`src/rtl/pwm_evt_consts.vh`:
```
`ifndef PWM_EVT_CONSTS_VH
`define PWM_EVT_CONSTS_VH

// special function register addresses and pages
`define PWM0_EVT_ADDR      8'hB7
`define PWM0_EVT_PAGE      2'h1
`define PWM1_EVT_ADDR      8'hB6
`define PWM1_EVT_PAGE      2'h2
`define PWM2_EVT_ADDR      8'hC6
`define PWM2_EVT_PAGE      2'h2
`define PWM3_EVT_ADDR      8'hD6
`define PWM3_EVT_PAGE      2'h2

// register layout
`define EVT_REG_RESET      8'h00
`define EVT_REG_MASK       8'h37
`define EVT_TYPE_MSB       5
`define EVT_TYPE_LSB       4
`define EVT_CHAN_MSB       2
`define EVT_CHAN_LSB       0

// event type codes
`define EVT_TYPE_FALL      2'h0
`define EVT_TYPE_RISE      2'h1
`define EVT_TYPE_MID       2'h2
`define EVT_TYPE_END       2'h3

// channel codes
`define EVT_CHAN_LAST      3'h5

`endif

```
`src/rtl/pwm_interrupt_event_select.v`:
```
`timescale 1ns/100ps
`default_nettype none
`include "pwm_evt_consts.vh"

module pwm_interrupt_event_select (
  // clock and reset
  input  wire       ref_clk,
  input  wire       nrst,
  // special function register bus
  input  wire [7:0] sfr_addr,
  input  wire [1:0] sfr_page,
  input  wire       sfr_wr,
  input  wire       sfr_rd,
  input  wire [7:0] sfr_wdata,
  output reg  [7:0] sfr_rdata,
  output reg        sfr_rvalid,
  output wire       sfr_hit,
  // pwm counter and channel outputs
  input  wire [5:0] pwm_out,
  input  wire       pwm_center_aligned,
  input  wire       pwm_period_mid,
  input  wire       pwm_period_end,
  // interrupt side
  input  wire [3:0] irq_ack,
  output reg  [3:0] irq_pulse,
  output reg  [3:0] irq_pending,
  output reg  [3:0] irq_overrun
);

  localparam NUM_INST = 4;

  // register select for one instance
  function sel_hit;
    input [7:0] addr;
    input [1:0] page;
    input integer inst;
    begin
      case (inst)
        2'h0:    sel_hit = (addr == `PWM0_EVT_ADDR) && (page == `PWM0_EVT_PAGE);
        2'h1:    sel_hit = (addr == `PWM1_EVT_ADDR) && (page == `PWM1_EVT_PAGE);
        2'h2:    sel_hit = (addr == `PWM2_EVT_ADDR) && (page == `PWM2_EVT_PAGE);
        2'h3:    sel_hit = (addr == `PWM3_EVT_ADDR) && (page == `PWM3_EVT_PAGE);
        default: sel_hit = 1'b0;
      endcase
    end
  endfunction

  // channel history
  reg  [5:0] pwm_prev_ff;
  reg        prev_valid_ff;
  wire [5:0] chan_fall;
  wire [5:0] chan_rise;

  // per-instance wiring
  wire [NUM_INST-1:0] inst_hit;
  wire [NUM_INST-1:0] inst_wr;
  wire [NUM_INST-1:0] event_hit;
  wire [31:0]         reg_bytes;
  wire [7:0]          type_bits;
  wire [11:0]         chan_bits;

  // read side and interrupt flag next state
  reg  [7:0]          nxt_rdata;
  reg  [3:0]          nxt_pending;
  reg  [3:0]          nxt_overrun;
  integer             i;

  // edge detection on the same clock, first sample not trusted
  always @(posedge ref_clk or negedge nrst) begin
    if (!nrst) begin
      pwm_prev_ff   <= 6'h00;
      prev_valid_ff <= 1'b0;
    end else begin
      pwm_prev_ff   <= pwm_out;
      prev_valid_ff <= 1'b1;
    end
  end

  assign chan_fall = {6{prev_valid_ff}} & pwm_prev_ff & ~pwm_out;
  assign chan_rise = {6{prev_valid_ff}} & ~pwm_prev_ff & pwm_out;

  genvar g;
  generate
    for (g = 0; g < NUM_INST; g = g + 1) begin : inst
      assign inst_hit[g] = sel_hit(sfr_addr, sfr_page, g);
      assign inst_wr[g]  = sfr_wr & inst_hit[g];

      event_select_reg u_reg (
        .ref_clk           (ref_clk),
        .nrst              (nrst),
        .wr_en             (inst_wr[g]),
        .wr_data           (sfr_wdata),
        .reg_value         (reg_bytes[g*8+7:g*8]),
        .event_type_sel    (type_bits[g*2+1:g*2]),
        .event_channel_sel (chan_bits[g*3+2:g*3])
      );

      event_detector u_det (
        .event_type_sel    (type_bits[g*2+1:g*2]),
        .event_channel_sel (chan_bits[g*3+2:g*3]),
        .chan_fall         (chan_fall),
        .chan_rise         (chan_rise),
        .period_mid        (pwm_period_mid),
        .period_end        (pwm_period_end),
        .center_aligned    (pwm_center_aligned),
        .event_hit         (event_hit[g])
      );
    end
  endgenerate

  assign sfr_hit = |inst_hit;

  // read data mux, unmapped reads return zero
  always @* begin
    nxt_rdata = 8'h00;
    for (i = 0; i < NUM_INST; i = i + 1) begin
      if (inst_hit[i]) begin
        nxt_rdata = reg_bytes[i*8 +: 8];
      end
    end
  end

  always @(posedge ref_clk or negedge nrst) begin
    if (!nrst) begin
      sfr_rdata  <= 8'h00;
      sfr_rvalid <= 1'b0;
    end else begin
      sfr_rvalid <= sfr_rd;
      if (sfr_rd) begin
        sfr_rdata <= nxt_rdata;
      end
    end
  end

  // pending flags, a new event wins over an acknowledge
  always @* begin
    nxt_pending = (irq_pending & ~irq_ack) | event_hit;
    nxt_overrun = (irq_overrun & ~irq_ack) | (irq_pending & ~irq_ack & event_hit);
  end

  always @(posedge ref_clk or negedge nrst) begin
    if (!nrst) begin
      irq_pulse   <= 4'h0;
      irq_pending <= 4'h0;
      irq_overrun <= 4'h0;
    end else begin
      irq_pulse   <= event_hit;
      irq_pending <= nxt_pending;
      irq_overrun <= nxt_overrun;
    end
  end

endmodule
`default_nettype wire

```
`src/rtl/event_select_reg.v`:
```
`timescale 1ns/100ps
`default_nettype none
`include "pwm_evt_consts.vh"

module event_select_reg (
  // clock and reset
  input  wire       ref_clk,
  input  wire       nrst,
  // write port
  input  wire       wr_en,
  input  wire [7:0] wr_data,
  // contents
  output wire [7:0] reg_value,
  output wire [1:0] event_type_sel,
  output wire [2:0] event_channel_sel
);

  reg [7:0] value_ff;

  // unused bits are never stored
  always @(posedge ref_clk or negedge nrst) begin
    if (!nrst) begin
      value_ff <= `EVT_REG_RESET;
    end else if (wr_en) begin
      value_ff <= wr_data & `EVT_REG_MASK;
    end
  end

  assign reg_value         = value_ff;
  assign event_type_sel    = value_ff[`EVT_TYPE_MSB:`EVT_TYPE_LSB];
  assign event_channel_sel = value_ff[`EVT_CHAN_MSB:`EVT_CHAN_LSB];

endmodule
`default_nettype wire

```
`src/rtl/event_detector.v`:
```
`timescale 1ns/100ps
`default_nettype none
`include "pwm_evt_consts.vh"

module event_detector (
  // selection
  input  wire [1:0] event_type_sel,
  input  wire [2:0] event_channel_sel,
  // conditions
  input  wire [5:0] chan_fall,
  input  wire [5:0] chan_rise,
  input  wire       period_mid,
  input  wire       period_end,
  input  wire       center_aligned,
  // result
  output reg        event_hit
);

  reg [2:0] chan;

  always @* begin
    chan = event_channel_sel;
    if (event_channel_sel > `EVT_CHAN_LAST) begin
      chan = 3'h0;
    end
    case (event_type_sel)
      `EVT_TYPE_FALL: event_hit = chan_fall[chan];
      `EVT_TYPE_RISE: event_hit = chan_rise[chan];
      `EVT_TYPE_MID:  event_hit = period_mid & center_aligned;
      `EVT_TYPE_END:  event_hit = period_end & center_aligned;
      default:        event_hit = 1'b0;
    endcase
  end

endmodule
`default_nettype wire

```
`config.mk`:
```
export PLATFORM = sky130hd
export DESIGN_NAME = pwm_interrupt_event_select
export DESIGN_NICKNAME = d
export VERILOG_FILES = /design/src/rtl/pwm_interrupt_event_select.v /design/src/rtl/event_select_reg.v /design/src/rtl/event_detector.v
export VERILOG_INCLUDE_DIRS = /design/src /design/src/rtl
export SDC_FILE = /design/constraint.sdc
export NUM_CORES = 1
export LEC_CHECK = 0
export ABC_CLOCK_PERIOD_IN_PS = 2710
export BUFFER_PORTS_ARGS = -buffer_cell sky130_fd_sc_hd__buf_4
export CAP_MARGIN = 10
export CELL_PAD_IN_SITES_DETAIL_PLACEMENT = 1
export CELL_PAD_IN_SITES_GLOBAL_PLACEMENT = 1
export CORE_MARGIN = 3
export CORE_UTILIZATION = 38
export DETAILED_ROUTE_END_ITERATION = 10
export GPL_ROUTABILITY_DRIVEN = 0
export PLACE_DENSITY_LB_ADDON = 0.1
export SLEW_MARGIN = 25
export SYNTH_ARGS = -nofsm -noshare
export SYNTH_HDL_FRONTEND = slang
export SYNTH_SLANG_ARGS = --single-unit
export TNS_END_PERCENT = 50
```
`constraint.sdc`:
```
create_clock -name ref_clk -period 2.71 [get_ports ref_clk]
set_input_delay 0.542 -clock ref_clk [delete_from_list [all_inputs] [get_ports ref_clk]]
set_output_delay 0.542 -clock ref_clk [all_outputs]
set_load 0.01 [all_outputs]
```
==> results of run 1 <==
worst max-delay path by stage:
stage                       start                          to  slack [ns]  depth (start not counted)
floorplan             sfr_addr[3]  inst[1].u_reg.reg_value[0]        0.78                          5
global placement       pwm_out[0]              irq_overrun[1]        0.39                          8
detailed placement    sfr_addr[3]  inst[0].u_reg.reg_value[1]        0.43                          5
CTS                 prev_valid_ff              irq_overrun[1]        0.46                          7
global route        prev_valid_ff              irq_overrun[1]        0.26                          7
finish                sfr_addr[3]                     sfr_hit        0.46                          6
metrics by stage:
| stage | instance area, sq um | utilization, % | hold WS [ns] |
|---|---|---|---|
| final | 3054 | 47.83 | 0.2326 |
| after CTS | 3054 | 47.83 | 0.2472 |
| after global placement | 2964 | 46.41 | 0.4943 |
| after floorplan | 2527 | - | 0.2464 |
| after global routing | 3054 | 47.83 | 0.2706 |
| after detailed placement | 2964 | 46.41 | 0.5038 |
cells in the final DEF (no fill, tap or decap), types with 2 or more instances in the layout:
cell type,synthesis,routed
a21o_1,2,2
nand2_1,13,13
o21ai_0,7,7
a22oi_1,5,5
and3b_1,13,13
mux2_2,23,23
buf_4,3,53
and3_1,2,2
inv_1,6,6
conb_1,2,4
nor3b_2,3,3
nor2b_1,7,7
a211oi_1,2,2
a311oi_1,3,3
nand3_1,4,4
nor3b_1,3,3
dfrtp_1,45,45
a211o_1,2,2
nor3_1,3,3
mux4_2,9,9
a221oi_1,4,4
nand2b_1,6,6
a21oi_1,9,9
nor2_1,15,15
clkbuf_8,0,5
a21boi_2,3,3
mux2i_1,6,6
layout make-up:
type                            count  share of cell area, %
Clock buffer                        5                  2.253
Sequential cell                    45                  36.87
Multi-Input combinational cell    163                  43.26
Timing Repair Buffer               53                  13.03
Clock inverter                      3                 0.6964
Inverter                            6                 0.7374
Tap cell                           77                  3.154
kinds of logic (layout without fill, tap and decap cells):
family                 after synthesis  after routing  synth area share (%)
other                                2              4                0.2980
AOI/OAI and AO/OA                   46             46                 13.31
and+or+nand+nor                     75             75                 17.83
DFF                                 45             45                 44.69
muxes                               38             38                 20.71
buffers and inverters               16             67                 3.177
registers in the layout, summed over array words and instances, names as in the netlist:
register,flops
irq_pending,4
pwm_prev_ff,6
irq_pulse,4
sfr_rvalid,1
prev_valid_ff,1
irq_overrun,4
sfr_rdata,5
inst.u_reg.reg_value,20
power by group:
group	leakage [nW]	internal [mW]	total, mW	switching, mW
Combinational	0.779	0.0903	0.169	0.0790
Sequential	0.596	0.695	0.717	0.0223
Clock	0.0445	0.183	0.431	0.248
metal layers:
| layer | share of wire, % | global-route usage, % | wire, um |
|---|---|---|---|
| met1 | 45 | 23.48 | 2791 |
| met2 | 49 | 29.04 | 3063 |
| met3 | 3.7 | 3.311 | 231 |
| met4 | 2.2 | 6.137 | 137 |
| met5 | 0 | 0 | 0 |
critical path, delay by kind of cell:
| kind | cells | cell delay [ns] |
|---|---|---|
| compound gates | 1 | 0.17 |
| buf+inv | 2 | 0.21 |
| simple gates | 3 | 0.78 |
==> flow_summary.ini, run 1 <==
[worst_setup_path]
cpMostUsedCell = buf_4
path_class = input port to output port
worstPathArrival_ns = 1.71
r2r-end = irq_overrun[1]
critPathSlowestCell = nor3_1
max_stage_delay_ns = 0.47
timing.rr.start = prev_valid_ff
reg2reg_depth = 7
crit_chain = buf_4 > nand4b_1 > nor3_1 > o21ai_0 > nand2_1 > buf_4
cp_max_fo = 5
reg2reg_slack_ns = 0.46
end_kind = output port
required_ns = 2.17
startpoint_type = input port

[sta]
finalHoldViolCount = 0
fin_tns_setup_ns = 0
max_freq_ghz = 0.4442
fin_worst_skew_ns = 0.007605
setup_viol = 0
setup_ws_ns = 0.4588
relSlewSlack_pct = 62.50
grt_setup_unrepaired = no
period_minus_slack_ns = 2.251
slew_violations = 0
fin_crit_sh_pct = 83.07
timing_worst_slew_pin_value_ns = 0.5575

[clock_network]
cts_hold_buffers = 0
cts.sinks = 45
path_clk_slew_ns = 0.09
post_cts_buffers = 0
cts_tree = yes
clkLatencyLatePin_ns = 0.30
clock_path_buffers = 2
post_cts_resized = 0
numCtsBuffers = 5
cts-root-buf = clkbuf_8
htree_num_levels = 2

[die]
die_y_um = 87.44
start_util_pct = 39.46
ios = 57
num_rows = 29
dieArea_sq_mm = 0.007645
coreArea_sq_mm = 0.006386
die_width_um = 87.44

[synthesis]
synth_most_common_cell = dfrtp_1
synth_warnings = 0
synth-edff-count = 0
syn_inst = 222
synth.avg_cell_area_sq_um = 11.35
async_flop_share_pct = 100.0
synth_common_cells = dfrtp_1, mux2_2, nor2_1, and3b_1, nand2_1
synth_seq_cells = 45
ys_seq_area_share_pct = 44.69
synth.top_cell.area_share_pct = 44.69
syn_area_sq_mm = 0.002520
synth_ff_type = dfrtp_1
ys_top_cells_by_area = dfrtp_1, mux2_2, mux4_2
yosysTopAreaCell = dfrtp_1
ys_types = 45

[drt]
via_per_inst = 5.528
drt_pass1_iterations = 4
route.vias.total = 1946
drc = 0
drtAntennaViolNets = 0
wl_mm = 6.223
drt_iter0_drc = 52
drt-wirelength-per-cell_um = 17.68

[grt]
grt_max_degree = 46
grt_pass1_vias = 1998
grt_usage_pct = 17.74
grt_pass1_wl_mm = 10.45
grt_overflow = 0
antenna_found_initial = 0

[finish]
drive_above_1_share_pct = 36.00
multi_input_area_sq_mm = 0.001321
regArea_sq_mm = 0.001126
nets = 309
synthToLayoutAreaGrowth_pct = 21.20
fillerInstances = 707
antenna_cells = 0
fin_cells = 352

[placed_design]
dp_slack_ns = 0.4300
io_buffers = 50
place_hpwl_mm = 4.769
dp.cells = 344

[power]
power.density_mw_per_mm2 = 431.5
finalPower_mw = 1.318
ir_worst_vdd_uv = 238.3
total_leakage_power_nw = 1.419

[flow_run]
maxCapViolCount = 0

[hold_path]
hp-class = input port to async pin

[run_status]
outcome = finished clean
Note: power is estimated with default switching activity, not from simulation.
==> run 2: changes to the inputs <==
--- a/config.mk
+++ b/config.mk
@@ -6,13 +6,14 @@
 export SDC_FILE = /design/constraint.sdc
 export NUM_CORES = 1
 export LEC_CHECK = 0
-export ABC_CLOCK_PERIOD_IN_PS = 2710
+export ABC_AREA = 1
+export ABC_CLOCK_PERIOD_IN_PS = 1800
 export BUFFER_PORTS_ARGS = -buffer_cell sky130_fd_sc_hd__buf_4
 export CAP_MARGIN = 10
 export CELL_PAD_IN_SITES_DETAIL_PLACEMENT = 1
 export CELL_PAD_IN_SITES_GLOBAL_PLACEMENT = 1
 export CORE_MARGIN = 3
-export CORE_UTILIZATION = 38
+export CORE_UTILIZATION = 35
 export DETAILED_ROUTE_END_ITERATION = 10
 export GPL_ROUTABILITY_DRIVEN = 0
 export PLACE_DENSITY_LB_ADDON = 0.1
==> constraint.sdc (replaced) <==
create_clock -name ref_clk -period 1.8 [get_ports ref_clk]
set_input_delay 0.36 -clock ref_clk [delete_from_list [all_inputs] [get_ports ref_clk]]
set_output_delay 0.36 -clock ref_clk [all_outputs]
set_load 0.01 [all_outputs]
==> flow_summary.ini, run 2 <==
[sta]
period_minus_slack_ns = 1.699
fin_tns_setup_ns = 0
relSlewSlack_pct = 60.26
slew_violations = 0
fin_worst_skew_ns = 0.006819
grt_setup_unrepaired = no
setup_viol = 0
max_freq_ghz = 0.5884
timing_worst_slew_pin_value_ns = 0.5962
setup_ws_ns = 0.1005
finalHoldViolCount = 0
fin_crit_sh_pct = 94.41

[finish]
largest_reg_flops = 20
multi_input_area_sq_mm = 0.001663
regArea_sq_mm = 0.001126
synthToLayoutAreaGrowth_pct = 19.65
mostFrequentLayoutCells = nand2_1, buf_4, inv_1
final_common_cell = nand2_1
final_area_sq_mm = 0.003711
antenna_cells = 0
final_util_pct = 44.06
fillerInstances = 1161
nets = 581
drive_above_1_share_pct = 15.54

[drt]
wl_mm = 9.683
route.vias.total = 3271
drtAntennaViolNets = 0
via_per_inst = 5.017
drc = 0
drt-wirelength-per-cell_um = 14.85
drt_pass1_iterations = 4
drt_iter0_drc = 102

[run_status]
outcome = finished clean

[placed_design]
dp_slack_ns = 0.1020
place_hpwl_mm = 7.634
post_dp_cell_area_sq_mm = 0.003600
io_buffers = 50

[clock_network]
numCtsBuffers = 5
path_clk_slew_ns = 0.09
post_cts_resized = 0
cts-root-buf = clkbuf_8
htree_num_levels = 2
cts.sinks = 45
clock_path_buffers = 2
clkLatencyLatePin_ns = 0.30
cts_hold_buffers = 0
post_cts_buffers = 0
cts_tree = yes

[synthesis]
syn_inst = 488
synth_seq_cells = 45
synth_common_cells = nand2_1, inv_1, nand3_1, dfrtp_1, o21ai_0
synth_warnings = 0
synth-edff-count = 0
ys_top_cells_by_area = dfrtp_1, nand2_1, nand3_1
ys_seq_area_share_pct = 36.30
async_flop_share_pct = 100.0
yosysTopAreaCell = dfrtp_1
synth_most_common_cell = nand2_1
synth.top_cell.area_share_pct = 36.30
synth_ff_type = dfrtp_1
synth.avg_cell_area_sq_um = 6.356
syn_area_sq_mm = 0.003102
ys_types = 28

[flow_run]
maxCapViolCount = 0

[worst_setup_path]
critPathSlowestCell = or3_1
reg2reg_depth = 8
worstPathArrival_ns = 1.34
path_class = input port to output port
r2r-end = irq_pending[2]
crit_chain = buf_4 > nand3_1 > nor3_2 > and2_1 > or3_1 > buf_4
reg2reg_slack_ns = 0.22
timing.rr.start = inst[2].u_reg.reg_value[2]
max_stage_delay_ns = 0.37
startpoint_type = input port
cpMostUsedCell = buf_4
cp_max_fo = 4
end_kind = output port
required_ns = 1.44

[power]
power.density_mw_per_mm2 = 587.5
total_leakage_power_nw = 1.981
finalPower_mw = 2.180
ir_worst_vdd_uv = 245.2

[die]
start_util_pct = 36.82
dieArea_sq_mm = 0.01003
die_y_um = 100.1
coreArea_sq_mm = 0.008423
ios = 57
num_rows = 33
die_width_um = 100.1

[grt]
grt_pass1_vias = 3359
grt_usage_pct = 20.19
grt_overflow = 0
grt_pass1_wl_mm = 16.13
grt_max_degree = 46
antenna_found_initial = 0

[hold_path]
hp-class = input port to async pin
==> run 2: changes by cell type after synthesis, moves of 7 or more <==
cell and change:
and3b_1 -13, inv_1 +51, mux2_2 -23, mux4_2 -9, nand2_1 +195, nand3_1 +48, nand4_1 +8, nor2_1 +9
nor2b_1 -7, o21ai_0 +18, o21ai_1 +11
==> run 2: report_power, final <==
| group | leakage [nW] | total (mW) | switching (mW) | internal [mW] |
|---|---|---|---|---|
| Sequential | 0.603 | 1.06 | 0.0243 | 1.04 |
| Clock | 0.0554 | 0.805 | 0.388 | 0.418 |
| Combinational | 1.32 | 0.312 | 0.190 | 0.122 |
| Total | 1.98 | 2.18 | 0.602 | 1.58 |
==> run 2: cells by family after synthesis <==
logic type,share of synthesized area (%)
and+or+nand+nor,44.13
buffers and inverters,10.33
AOI/OAI and AO/OA,8.996
DFF,36.30
other,0.2421
==> run 2: stage by stage <==
stage | hold WS (ns) | std cells
floorplan | 0.06441 | 490
global placement | 0.4116 | 644
detailed placement | 0.4176 | 644
CTS | 0.08785 | 652
global route | 0.1079 | 652
finish | 0.05756 | 652
==> run 2: layout make-up <==
type / count / share of cell area (%)
Multi-Input combinational cell: 375 / 44.81
Clock buffer: 6 / 1.955
Inverter: 57 / 5.765
Timing Repair Buffer: 62 / 12.54
Clock inverter: 2 / 1.045
Tap cell: 105 / 3.540
Sequential cell: 45 / 30.34
==> run 2: layer usage <==
| layer | track usage (%) | share of wire, % | wire (um) |
|---|---|---|---|
| met1 | 25.52 | 45 | 4318 |
| met5 | 0 | 0 | 0 |
| met4 | 5.907 | 2.3 | 222 |
| met2 | 35.93 | 49 | 4767 |
| met3 | 2.502 | 3.9 | 375 |
==> run 2: how the worst max path moves through the flow <==
stage | startpoint | end | slack, ns | cells past startpoint
after floorplan | sfr_addr[3] | sfr_hit | 0.21 | 6
after global placement | sfr_addr[1] | sfr_hit | 0.10 | 6
after detailed placement | sfr_addr[4] | sfr_hit | 0.10 | 6
after CTS | sfr_addr[4] | sfr_hit | 0.09 | 6
after global routing | inst[0].u_reg.reg_value[1] | irq_overrun[0] | 0.01 | 9
final | sfr_addr[1] | sfr_hit | 0.10 | 6
==> run 2: worst max-delay path: cells and delay by family <==
family                 cells  cell delay (ns)
buffers and inverters      2             0.27
and+or+nand+nor            4             0.72
